**src/fifo_dma_consts.vh**
```
// What this block does
// Write: request while FIFO has free space
// Read: request only with data and enabled
// Acknowledge alone marks transfer, chip select ignored
// Acknowledge plus low chip select marks transfer
// Data port register accesses count as transfers
// Software sets channel activate before use
// Count mode requests only while count nonzero
// Burst option: readiness at least burst quantity
// Burst, small remainder: readiness reaches remaining count
// Free-run burst: readiness at least quantity
// Word transfers; single byte only last count
// Count mode plain: readiness two, or count
// Free-run plain: request while readiness two
// Request and acknowledge polarity selectable
// Load counter, go; one byte needs count one
// Running reads one from go until halt
// Count operation ends on exhaustion or stop
// Completion flag set when operation stops
// Request drops during final counted strobe
// Stop halts channel and drops request
// Software clears FIFO after odd write
// Request follows readiness while channel runs
// Two identical independent channels
`ifndef FIFO_DMA_CONSTS_VH
`define FIFO_DMA_CONSTS_VH
`define CHANNELS     2
`define COUNT_W      32
`define READY_W      16
`define BURST_W      2
`define SYNC_W       4
`define WORD_BYTES   16'h0002
`define ONE_BYTE     16'h0001
`define READY_NONE   16'h0000
`define READY_PAD    16'h0000
`define BURST_Q0     16'h0004
`define BURST_Q1     16'h0008
`define BURST_Q2     16'h0010
`define BURST_Q3     16'h0020
`define COUNT_ZERO   32'h0000_0000
`define COUNT_ONE    32'h0000_0001
`define SYNC_IDLE    4'hf
`endif

```
**src/pin_sync.v**
```verilog
`timescale 1ns/1ps
`include "fifo_dma_consts.vh"
module pin_sync #(
  parameter W = `SYNC_W
) (
  // Clock and reset
  input  wire         clk,
  input  wire         srst,
  // Asynchronous pins and their synchronised copies
  input  wire [W-1:0] pin_in,
  output reg  [W-1:0] pin_sync_out
);

  reg [W-1:0] stage1;

  // Idle level is all ones: the pins are active low by default
  always @(posedge clk)
  begin
    if (srst)
    begin
      stage1       <= `SYNC_IDLE;
      pin_sync_out <= `SYNC_IDLE;
    end
    else
    begin
      stage1       <= pin_in;
      pin_sync_out <= stage1;
    end
  end

endmodule // pin_sync

```
**src/request_eval.v**
```verilog
`timescale 1ns/1ps
`include "fifo_dma_consts.vh"
module request_eval (
  // Mode
  input  wire                 count_mode,
  input  wire                 burst_enable,
  input  wire [`BURST_W-1:0]  burst_threshold,
  // Counter and FIFO readiness in bytes
  input  wire [`COUNT_W-1:0]  count,
  input  wire [`READY_W-1:0]  ready,
  // Decision
  output reg                  assert_req,
  output reg  [`READY_W-1:0]  grant_len
);

  reg [`READY_W-1:0] qty;
  reg [`COUNT_W-1:0] ready_x;
  reg [`COUNT_W-1:0] qty_x;

  always @*
  begin
    case (burst_threshold)
      2'h0:    qty = `BURST_Q0;
      2'h1:    qty = `BURST_Q1;
      2'h2:    qty = `BURST_Q2;
      default: qty = `BURST_Q3;
    endcase
    ready_x    = {`READY_PAD, ready};
    qty_x      = {`READY_PAD, qty};
    assert_req = 1'b0;
    grant_len  = qty;
    if (count_mode)
    begin
      if (count == `COUNT_ZERO)
        assert_req = 1'b0;
      else if (burst_enable)
      begin
        if (count >= qty_x)
          assert_req = (ready >= qty);
        else
        begin
          assert_req = (ready_x >= count);
          grant_len  = count[`READY_W-1:0];
        end
      end
      else if (count >= ready_x)
      begin
        // A lone free byte is usable only for the last count
        assert_req = (ready >= `WORD_BYTES) ||
                     ((count == `COUNT_ONE) && (ready == `ONE_BYTE));
        grant_len  = ready;
      end
      else
      begin
        assert_req = 1'b1;
        grant_len  = count[`READY_W-1:0];
      end
    end
    else if (burst_enable)
      assert_req = (ready >= qty);
    else
    begin
      assert_req = (ready >= `WORD_BYTES);
      grant_len  = ready;
    end
  end

endmodule // request_eval

```
**src/fifo_dma_request_port.v**
```verilog
`timescale 1ns/1ps
`include "fifo_dma_consts.vh"
module fifo_dma_request_port (
  // Clock and reset
  input  wire                               clk,
  input  wire                               srst,
  // Chip setup
  input  wire                               cs_mode,
  input  wire [`CHANNELS-1:0]               req_polarity,
  input  wire [`CHANNELS-1:0]               acknowledge_polarity,
  // Channel setup
  input  wire [`CHANNELS-1:0]               channel_activate,
  input  wire [`CHANNELS-1:0]               access_by_register,
  input  wire [`CHANNELS-1:0]               free_run,
  input  wire [`CHANNELS-1:0]               burst_enable,
  input  wire [`CHANNELS*`BURST_W-1:0]      burst_threshold,
  input  wire [`CHANNELS-1:0]               read_direction,
  // Channel control pulses
  input  wire [`CHANNELS-1:0]               go,
  input  wire [`CHANNELS-1:0]               stop,
  input  wire [`CHANNELS-1:0]               count_load,
  input  wire [`CHANNELS*`COUNT_W-1:0]      count_value,
  input  wire [`CHANNELS-1:0]               complete_clear,
  input  wire [`CHANNELS-1:0]               overflow_clear,
  // FIFO side
  input  wire [`CHANNELS*`READY_W-1:0]      fifo_ready,
  input  wire [`CHANNELS-1:0]               read_enable,
  // Register decode of the channel data port
  input  wire [`CHANNELS-1:0]               data_port_access,
  // External bus pins
  input  wire [`CHANNELS-1:0]               dma_acknowledge_n,
  input  wire                               chip_select_n,
  input  wire                               access_strobe_n,
  output wire [`CHANNELS-1:0]               dma_request_n,
  // Status
  output wire [`CHANNELS-1:0]               running,
  output wire [`CHANNELS*`COUNT_W-1:0]      transfer_counter,
  output wire [`CHANNELS-1:0]               complete_flag,
  output wire [`CHANNELS-1:0]               count_overflow,
  // Transfer indication toward the FIFO
  output wire [`CHANNELS-1:0]               transfer_taken,
  output wire [`CHANNELS-1:0]               transfer_byte
);

  wire [`SYNC_W-1:0] pins_s;
  wire               strobe_s;
  wire               cs_s;
  wire [1:0]         ack_s;
  reg                strobe_prev;
  wire               strobe_start;

  pin_sync #(
    .W (`SYNC_W)
  ) u_pin_sync (
    .clk          (clk),
    .srst         (srst),
    .pin_in       ({access_strobe_n, chip_select_n, dma_acknowledge_n}),
    .pin_sync_out (pins_s)
  );

  assign strobe_s = pins_s[3];
  assign cs_s     = pins_s[2];
  assign ack_s    = pins_s[1:0];

  // Count on the leading edge so the last strobe can still drop the request
  always @(posedge clk)
  begin
    if (srst)
      strobe_prev <= 1'b0;
    else
      strobe_prev <= ~strobe_s;
  end

  assign strobe_start = ~strobe_s & ~strobe_prev;

  genvar c;
  generate
    for (c = 0; c < `CHANNELS; c = c + 1)
    begin : g_chan
      reg                 run;
      reg                 req_on;
      reg                 done;
      reg                 ovf;
      reg                 taken;
      reg                 byte_x;
      reg [`COUNT_W-1:0]  count;
      reg [`READY_W-1:0]  burst_left;
      wire                eval_assert;
      wire [`READY_W-1:0] eval_len;
      wire                count_mode;
      wire                ack_active;
      wire                pin_hit;
      wire                hit;
      wire                size_byte;
      wire [`READY_W-1:0] size;
      wire [`COUNT_W-1:0] size_x;
      wire [`COUNT_W:0]   count_up;
      wire                last;
      wire                ready_ok;

      request_eval u_request_eval (
        .count_mode      (count_mode),
        .burst_enable    (burst_enable[c]),
        .burst_threshold (burst_threshold[c*`BURST_W +: `BURST_W]),
        .count           (count),
        .ready           (fifo_ready[c*`READY_W +: `READY_W]),
        .assert_req      (eval_assert),
        .grant_len       (eval_len)
      );

      assign count_mode = ~free_run[c];
      // Acknowledge is active when the pin equals the configured active level
      assign ack_active = (ack_s[c] == acknowledge_polarity[c]);
      assign pin_hit    = strobe_start & ack_active & (~cs_mode | ~cs_s);
      // Activation is required here, so a mis-set channel ignores strobes and data port accesses yet still asserts its request
      assign hit        = channel_activate[c] & run &
                          (access_by_register[c] ? data_port_access[c] : pin_hit);
      assign size_byte  = count_mode & (count == `COUNT_ONE);
      assign size       = size_byte ? `ONE_BYTE : `WORD_BYTES;
      assign size_x     = {`READY_PAD, size};
      assign count_up   = {1'b0, count} + {1'b0, size_x};
      assign last       = count_mode & hit & (count <= size_x);
      assign ready_ok   = eval_assert & (~read_direction[c] | read_enable[c]);

      always @(posedge clk)
      begin
        if (srst)
        begin
          run        <= 1'b0;
          req_on     <= 1'b0;
          done       <= 1'b0;
          ovf        <= 1'b0;
          taken      <= 1'b0;
          byte_x     <= 1'b0;
          count      <= `COUNT_ZERO;
          burst_left <= `READY_NONE;
        end
        else
        begin
          taken  <= hit;
          byte_x <= hit & size_byte;

          if (count_load[c])
            count <= count_value[c*`COUNT_W +: `COUNT_W];
          else if (hit && count_mode)
            count <= count - size_x;
          else if (hit)
            count <= count_up[`COUNT_W-1:0];

          if (stop[c] || last)
            run <= 1'b0;
          else if (go[c])
            run <= 1'b1;

          // Set wins over a clear in the same cycle
          if ((stop[c] && run) || last)
            done <= 1'b1;
          else if (complete_clear[c])
            done <= 1'b0;

          if (hit && !count_mode && count_up[`COUNT_W])
            ovf <= 1'b1;
          else if (overflow_clear[c])
            ovf <= 1'b0;

          // Losing read permission also ends a granted burst
          if (stop[c] || !run || last || (read_direction[c] && !read_enable[c]))
            req_on <= 1'b0;
          else if (burst_enable[c])
          begin
            // A granted burst holds until its guaranteed length is moved,
            // then drops for at least one cycle before the next decision
            if (req_on)
            begin
              if (hit && (burst_left <= size))
                req_on <= 1'b0;
              else if (hit)
                burst_left <= burst_left - size;
            end
            else if (ready_ok)
            begin
              req_on     <= 1'b1;
              burst_left <= eval_len;
            end
          end
          else
            req_on <= ready_ok;
        end
      end

      assign dma_request_n[c] = req_on ? req_polarity[c] : ~req_polarity[c];
      assign running[c]       = run;
      assign complete_flag[c] = done;
      assign count_overflow[c] = ovf;
      assign transfer_taken[c] = taken;
      assign transfer_byte[c]  = byte_x;
      assign transfer_counter[c*`COUNT_W +: `COUNT_W] = count;
    end
  endgenerate

endmodule // fifo_dma_request_port

```
**config.mk**
```make
export PLATFORM = sky130hd
export DESIGN_NAME = fifo_dma_request_port
export DESIGN_NICKNAME = d
export VERILOG_FILES = /design/src/pin_sync.v /design/src/request_eval.v /design/src/fifo_dma_request_port.v
export VERILOG_INCLUDE_DIRS = /design/src
export SDC_FILE = /design/constraint.sdc
export NUM_CORES = 1
export LEC_CHECK = 0
export BUFFER_PORTS_ARGS = -buffer_cell sky130_fd_sc_hd__buf_2
export CAP_MARGIN = 40
export CORE_ASPECT_RATIO = 0.9
export CORE_MARGIN = 5
export CORE_UTILIZATION = 28
export CTS_CLUSTER_DIAMETER = 120
export DETAILED_ROUTE_END_ITERATION = 6
export MAX_ROUTING_LAYER = met4
export PLACE_DENSITY = 0.58
export RECOVER_POWER = 100
export SKIP_LAST_GASP = 1
export SLEW_MARGIN = 5
export SYNTH_ARGS = -nofsm -noshare
export SYNTH_HDL_FRONTEND = slang
export SYNTH_SLANG_ARGS = --single-unit
```
**constraint.sdc**
```tcl
create_clock -name clk -period 4.8 [get_ports clk]
set_input_delay 0.24 -clock clk [delete_from_list [all_inputs] [get_ports clk]]
set_output_delay 0.24 -clock clk [all_outputs]
set_load 0.005 [all_outputs]
```
==> results of run 1 <==
==> timing repair <==
item	in CTS	in global routing
setup endpoints to repair	0	11
endpoints found under the hold margin	4	1
hold buffers	4	1
resized for setup	0	2
==> synthesized netlist by cell type, drive strengths merged (15+ instances only) <==
| cell type | n | area [um2] |
|---|---|---|
| and3 | 17 | 106 |
| or3 | 25 | 156 |
| a21oi | 90 | 454 |
| nand2 | 136 | 513 |
| or4 | 25 | 195 |
| nor4 | 33 | 221 |
| buf | 16 | 111 |
| nand2b | 16 | 100 |
| nand4 | 28 | 175 |
| inv | 62 | 233 |
| dfxtp | 117 | 2340 |
| clkbuf | 61 | 229 |
| a31oi | 15 | 109 |
| a311oi | 19 | 179 |
| o21ai | 54 | 270 |
| xnor2 | 46 | 403 |
| nor3 | 70 | 355 |
| or2 | 16 | 103 |
| nand3 | 53 | 265 |
| mux2i | 15 | 150 |
| a211oi | 20 | 173 |
| nor2 | 113 | 432 |
| ha | 56 | 701 |
==> worst max-delay path, cell delays in order (launching register included) <==
cell        delay [ns]
dfxtp_1           0.37
or4_4             0.59
or4_1             0.53
nor3_2            0.28
nand2_1           0.27
clkinvlp_2        0.29
xor2_1            0.18
ha_1              0.22
nand2b_1          0.07
o2111a_1          0.27
and2_0            0.21
or2_4             0.29
nor2_2            0.40
a311oi_1          0.16
==> worst paths after layout <==
check,startpoint,endpoint,slack [ns],cells after the start
setup / recovery,g_chan[0].count[10]$_SDFFE_PP0P_,g_chan[0].burst_left[1]$_SDFFE_PP0P_,0.39,13
hold / removal,count_value[49],g_chan[1].count[17]$_SDFFE_PP0P_,0.04,3
setup reg to reg,g_chan[0].count[10]$_SDFFE_PP0P_,g_chan[0].burst_left[1]$_SDFFE_PP0P_,0.39,13
hold reg to reg,u_pin_sync.stage1[1]$_SDFF_PP1_,u_pin_sync.pin_sync_out[1]$_SDFF_PP1_,0.41,1
==> power breakdown <==
group / internal, W / total (W) / switching (W) / leakage, nW
combinational: 0.000219 / 0.000529 / 0.000310 / 3.05
clock: 0.000732 / 0.00130 / 0.000563 / 0.280
sequential: 0.00101 / 0.00108 / 0.0000684 / 0.958
total: 0.00196 / 0.00290 / 0.000941 / 4.29
==> area by class of cell <==
cell class                      instances  area [um2]
Fill cell                            3531       21700
Multi-Input combinational cell       1019        6510
Sequential cell                       117        2340
Timing Repair Buffer                  232        1190
Tap cell                              422         528
Clock buffer                           17         425
Inverter                               65         245
Clock inverter                         15         155
Antenna cell                            1        2.50
==> metrics by stage <==
| step | instance area [um2] | setup slack, ns | hold WS (ns) |
|---|---|---|---|
| CTS | 11500 | 0.397 | 0.000206 |
| floorplan | 9440 | 0.911 | 0.344 |
| global placement | 10800 | 0.556 | 0.394 |
| finish | 11400 | 0.391 | 0.0403 |
| global route | 11400 | 0.0858 | 0.0278 |
| detailed placement | 10900 | 0.396 | 0.396 |
==> layer usage <==
metal  track usage, %  routed length [um]
met5                -                   0
met2             29.0               15600
met3             3.91                2280
met4             4.13                 526
met1             24.6               16000
==> cells by family (layout without fill, tap and decap cells) <==
logic type,Yosys count,in the layout,synth area share [%]
other,1,3,0.0397
muxes,16,16,1.71
xor gates and xnor gates,57,57,5.29
and+or+nand+nor,581,581,31.9
buffers and inverters,142,329,6.20
adders and majority gates,59,59,7.95
AOI/OAI and AO/OA,304,304,22.1
DFF,117,117,24.8
==> sequential cells by signal, indices dropped and copies added, names as in the netlist, 4 cells and up <==
name                     count
g_chan.count                64
u_pin_sync.pin_sync_out      4
g_chan.burst_left           32
u_pin_sync.stage1            4
==> flow_metrics.py, run 1 <==
metrics = {
    "cells_and_area": {
        "nets": 1645,
        "drive_gt1_share_pct": 16.3,
        "instances_no_fill": 1888,
        "final_common_cell": "buf_2",
        "final_cell_mix": "buf_2, nand2_1, dfxtp_1, nor2_1, a21oi_1",
        "final_core_util_pct": 34.4,
        "syn_to_final_growth_pct": 20.8,
    },
    "global_routing": {
        "grt_overflow": 0,
        "antenna_found_initial": 1,
        "grt_max_degree": 61,
        "grtUsageTotal_pct": 18.5,
        "grt_pass1_vias": 9830,
        "grt_pass1_wl_um": 54400,
    },
    "clock_network": {
        "clk_pin_slew_ns": 0.06,
        "cts_buffer_depth": 2,
        "clk_latency_ns": 0.44,
        "cts_root_buf": "clkbuf_16",
        "numCtsBuffers": 17,
        "cts_max_level": 4,
        "cts_tree": "built",
        "cts.sinks": 117,
        "post-cts-setup-buffers": 0,
    },
    "routing": {
        "drt_iter0_markers": 811,
        "drt-total-wl_um": 34400,
        "drtAntennaViolNets": 0,
        "drc_errors": 0,
        "via_per_inst": 5.48,
        "firstDrtPassIters": 5,
        "vias": 10343,
        "wl_per_cell_um": 18.2,
    },
    "outcome": {
        "violations": "capacitance limit, slew limit",
        "status": "complete, but fails checks",
    },
    "logic_synthesis": {
        "synth_edf_count": 0,
        "synth.distinct_cells": 87,
        "synth_cells": 1277,
        "synth_area_mm2": 0.00944,
        "postSynthAreaPerCell_um2": 7.39,
        "synthFlopType": "dfxtp_1",
        "yosysWarnings": 0,
        "ys_ff_latch": 117,
        "ys_seq_area_share_pct": 24.8,
        "async_reset_ff_share_pct": 0,
    },
    "floorplan": {
        "start_util_pct": 28.5,
        "core_area_mm2": 0.0331,
        "io_pins": 211,
        "dieHeight_um": 184,
        "die_area_mm2": 0.0375,
        "num_rows": 63,
        "dieWidth_um": 204,
    },
    "power": {
        "vdd_drop_max_uv": 241,
        "power_w": 0.00290,
        "p_leak_nw": 4.29,
        "powerDensity_mw_per_mm2": 255,
    },
    "worst_setup_path": {
        "critPathLaunchType": "flop",
        "setup.worst_path.class": "flop to flop",
        "worst_setup_path_end_kind": "flop",
        "worstPathRequired_ns": 4.97,
        "crit_path_max_fanout": 8,
        "cp.arrival_ns": 4.58,
    },
    "placed_design": {
        "dp_hpwl_um": 26800,
        "place.gp.congestion": 0.913,
        "io_buffers": 210,
        "dp_cells": 1850,
    },
    "hold_path": {
        "min_path_type": "input pin to flop",
    },
    "timing": {
        "maxSlewHeadroom_pct": -97.1,
        "fin_crit_sh_pct": 91.9,
        "hold_viol": 0,
        "worstMarginPinSlew_ns": 2.96,
        "clock.fmax_mhz": 227,
        "slew_viol_final": 61,
        "rsz0062_at_grt": "no",
        "fin_setup_tns_ns": 0,
        "period_needed_ns": 4.41,
        "finalSetupViolCount": 0,
        "fin_skew_ns": 0.0113,
    },
    "run": {
        "cap_violations": 1,
    },
}
Power figures use the tool's default switching activity.
==> run 2, diff against run 1 <==
--- a/config.mk
+++ b/config.mk
@@ -13,7 +13,6 @@
 export CORE_UTILIZATION = 28
 export CTS_CLUSTER_DIAMETER = 120
 export DETAILED_ROUTE_END_ITERATION = 6
-export MAX_ROUTING_LAYER = met4
 export PLACE_DENSITY = 0.58
 export RECOVER_POWER = 100
 export SKIP_LAST_GASP = 1
==> run 2 against run 1 <==
  * The run still ends with capacitance limit, slew limit left
  * Sequential power hardly changed
  * Register-to-register slack worse by 0.09 ns
  * Sequential share of layout area hardly changed
  * Via count is 0.77% higher
  * Power is 3.0% higher
  * Fmax is 1.9% lower
  * Clock skew is 0.0029 ns higher
  * Highest routed layer unchanged
  * Setup slack worse by 0.087 ns
  * Utilization hardly changed
  * First-iteration DRC count is 10% higher
  * Clock power is 6% higher
==> flow_metrics.py, run 2 (synthesized netlist as in run 1, its figures left out) <==
metrics = {
    "outcome": {
        "status": "complete, but fails checks",
        "violations": "capacitance limit, slew limit",
    },
    "timing": {
        "holdWs_ns": 0.0432,
        "maxSlewHeadroom_pct": -70.4,
        "finalSetupViolCount": 0,
        "fin_crit_sh_pct": 93.7,
        "fin_skew_ns": 0.0142,
        "fin_ws_ns": 0.305,
        "worstMarginPinSlew_ns": 2.56,
        "hold_viol": 0,
        "slew_viol_final": 50,
        "rsz0062_at_grt": "no",
        "clock.fmax_mhz": 222,
        "period_needed_ns": 4.50,
        "fin_setup_tns_ns": 0,
    },
    "routing": {
        "drt-total-wl_um": 35100,
        "via_per_inst": 5.52,
        "drc_errors": 0,
        "drt_iter0_markers": 896,
        "vias": 10423,
        "drtAntennaViolNets": 0,
        "firstDrtPassIters": 5,
        "wl_per_cell_um": 18.6,
    },
    "placed_design": {
        "dp_hpwl_um": 27000,
        "io_buffers": 210,
        "place.gp.congestion": 0.900,
        "dpl_worst_slack_ns": 0.380,
    },
    "cells_and_area": {
        "final_common_cell": "buf_2",
        "top_regs": "g_chan.count: 64 flops, g_chan.burst_left: 32 flops",
        "final_cell_mix": "buf_2, nand2_1, dfxtp_1, nor2_1, a21oi_1",
        "fillers": 3575,
        "diodes": 0,
        "syn_to_final_growth_pct": 20.8,
        "seq_area_mm2": 0.00234,
        "nets": 1646,
        "drive_gt1_share_pct": 16.1,
        "largest_reg_flops": 64,
        "multi_input_area_mm2": 0.00648,
        "max_flop_register": "g_chan.count",
    },
    "clock_network": {
        "numCtsBuffers": 17,
        "cts.sinks": 117,
        "cts_buffer_depth": 2,
        "cts_max_level": 4,
        "cts_root_buf": "clkbuf_16",
        "clk_latency_ns": 0.43,
        "clk_pin_slew_ns": 0.07,
        "cts_tree": "built",
        "post-cts-setup-buffers": 0,
    },
    "worst_setup_path": {
        "reg2reg_from": "g_chan[0].count[11]$_SDFFE_PP0P_",
        "crit_path_max_fanout": 10,
        "cp.arrival_ns": 4.85,
        "rrSetupSlack_ns": 0.30,
        "r2r_end": "g_chan[0].burst_left[8]$_SDFFE_PP0P_",
        "worst_setup_path_end_kind": "flop",
        "setup.worst_path.class": "flop to flop",
        "reg2reg_depth": 13,
        "worstPathRequired_ns": 5.16,
        "critPathLaunchType": "flop",
        "crit_start": "g_chan[0].count[11]$_SDFFE_PP0P_",
    },
    "global_routing": {
        "grt_pass1_wl_um": 55600,
        "antenna_found_initial": 0,
        "grt_pass1_vias": 10032,
        "grt_max_degree": 62,
        "grt_overflow": 0,
        "grtUsageTotal_pct": 18.2,
    },
    "run": {
        "cap_violations": 1,
    },
    "floorplan": {
        "io_pins": 211,
        "start_util_pct": 28.5,
        "dieHeight_um": 184,
        "die_area_mm2": 0.0375,
        "num_rows": 63,
        "core_area_mm2": 0.0331,
        "dieWidth_um": 204,
    },
    "power": {
        "powerDensity_mw_per_mm2": 262,
        "vdd_drop_max_uv": 236,
        "p_leak_nw": 4.31,
    },
    "hold_path": {
        "whs_path_depth": 3,
        "min_path_type": "input pin to flop",
        "hold_start": "count_value[41]",
        "min_to": "g_chan[1].count[9]$_SDFFE_PP0P_",
    },
}
run 2: cell types whose count changed in the layout (fill, tap and decap cells not counted), sizes merged:
cell,previous run,this run
clkbuf,78,77
diode,1,0
bufinv,1,2
buf,166,168
inv,71,72
clkinv,5,3
run 2: critical path, stage by stage, from the launching register on:
cell	delay [ns]
dfxtp_1	0.40
or4_1	0.64
or4_1	0.55
nor3_2	0.28
nand2_1	0.26
ha_1	0.45
inv_1	0.11
ha_1	0.22
nand2_1	0.10
a31o_2	0.29
a211oi_4	0.44
nand2_1	0.17
or4_1	0.42
o211ai_1	0.09
run 2: how the worst max path moves through the flow:
stage / depth (start not counted) / end / slack (ns)
after floorplan: 15 / g_chan[1].burst_left[3]$_SDFFE_PP0P_ / 0.91
after global placement: 14 / g_chan[1].burst_left[3]$_SDFFE_PP0P_ / 0.55
after detailed placement: 14 / g_chan[1].burst_left[12]$_SDFFE_PP0P_ / 0.38
after CTS: 14 / g_chan[1].burst_left[10]$_SDFFE_PP0P_ / 0.37
after global routing: 14 / g_chan[1].burst_left[15]$_SDFFE_PP0P_ / 0.04
final: 13 / g_chan[0].burst_left[8]$_SDFFE_PP0P_ / 0.30
run 2: cell type report:
| type | count | share of cell area, % |
|---|---|---|
| clock buffers | 17 | 3.73 |
| flip-flops and latches | 117 | 20.5 |
| repair buffers | 233 | 10.5 |
| multi-input cells | 1019 | 56.8 |
| inverters | 65 | 2.15 |
| well taps | 422 | 4.63 |
| clock inverters | 15 | 1.58 |
run 2: per-stage QoR:
stage               area, um2  total power, W  utilization (%)  std cells
floorplan                9440         0.00140                -       1278
global placement        10800         0.00162             32.6       1848
detailed placement      10900         0.00163             32.9       1851
CTS                     11500         0.00301             34.8       1888
global route            11400         0.00312             34.5       1888
finish                  11400         0.00299             34.5       1888
run 2: routing by layer:
| metal | vias to the layer above | GRT usage, % | wire length (um) |
|---|---|---|---|
| met5 | - | 0 | 0 |
| met4 | 0 | 4.26 | 551 |
| met3 | 41 | 4.01 | 2450 |
| met1 | 4915 | 25.0 | 16100 |
| li1 | 5071 | - | - |
| met2 | 396 | 29.4 | 16000 |
run 2: what timing repair did:
action	in CTS	in global routing
resized for setup	0	2
endpoints found under the setup margin	0	11
hold endpoints to repair	5	0
hold buffers	5	0
run 2: report_power, final:
part	switching [W]	internal (W)
sequential	0.0000682	0.00101
combinational	0.000312	0.000218
clock	0.000591	0.000789
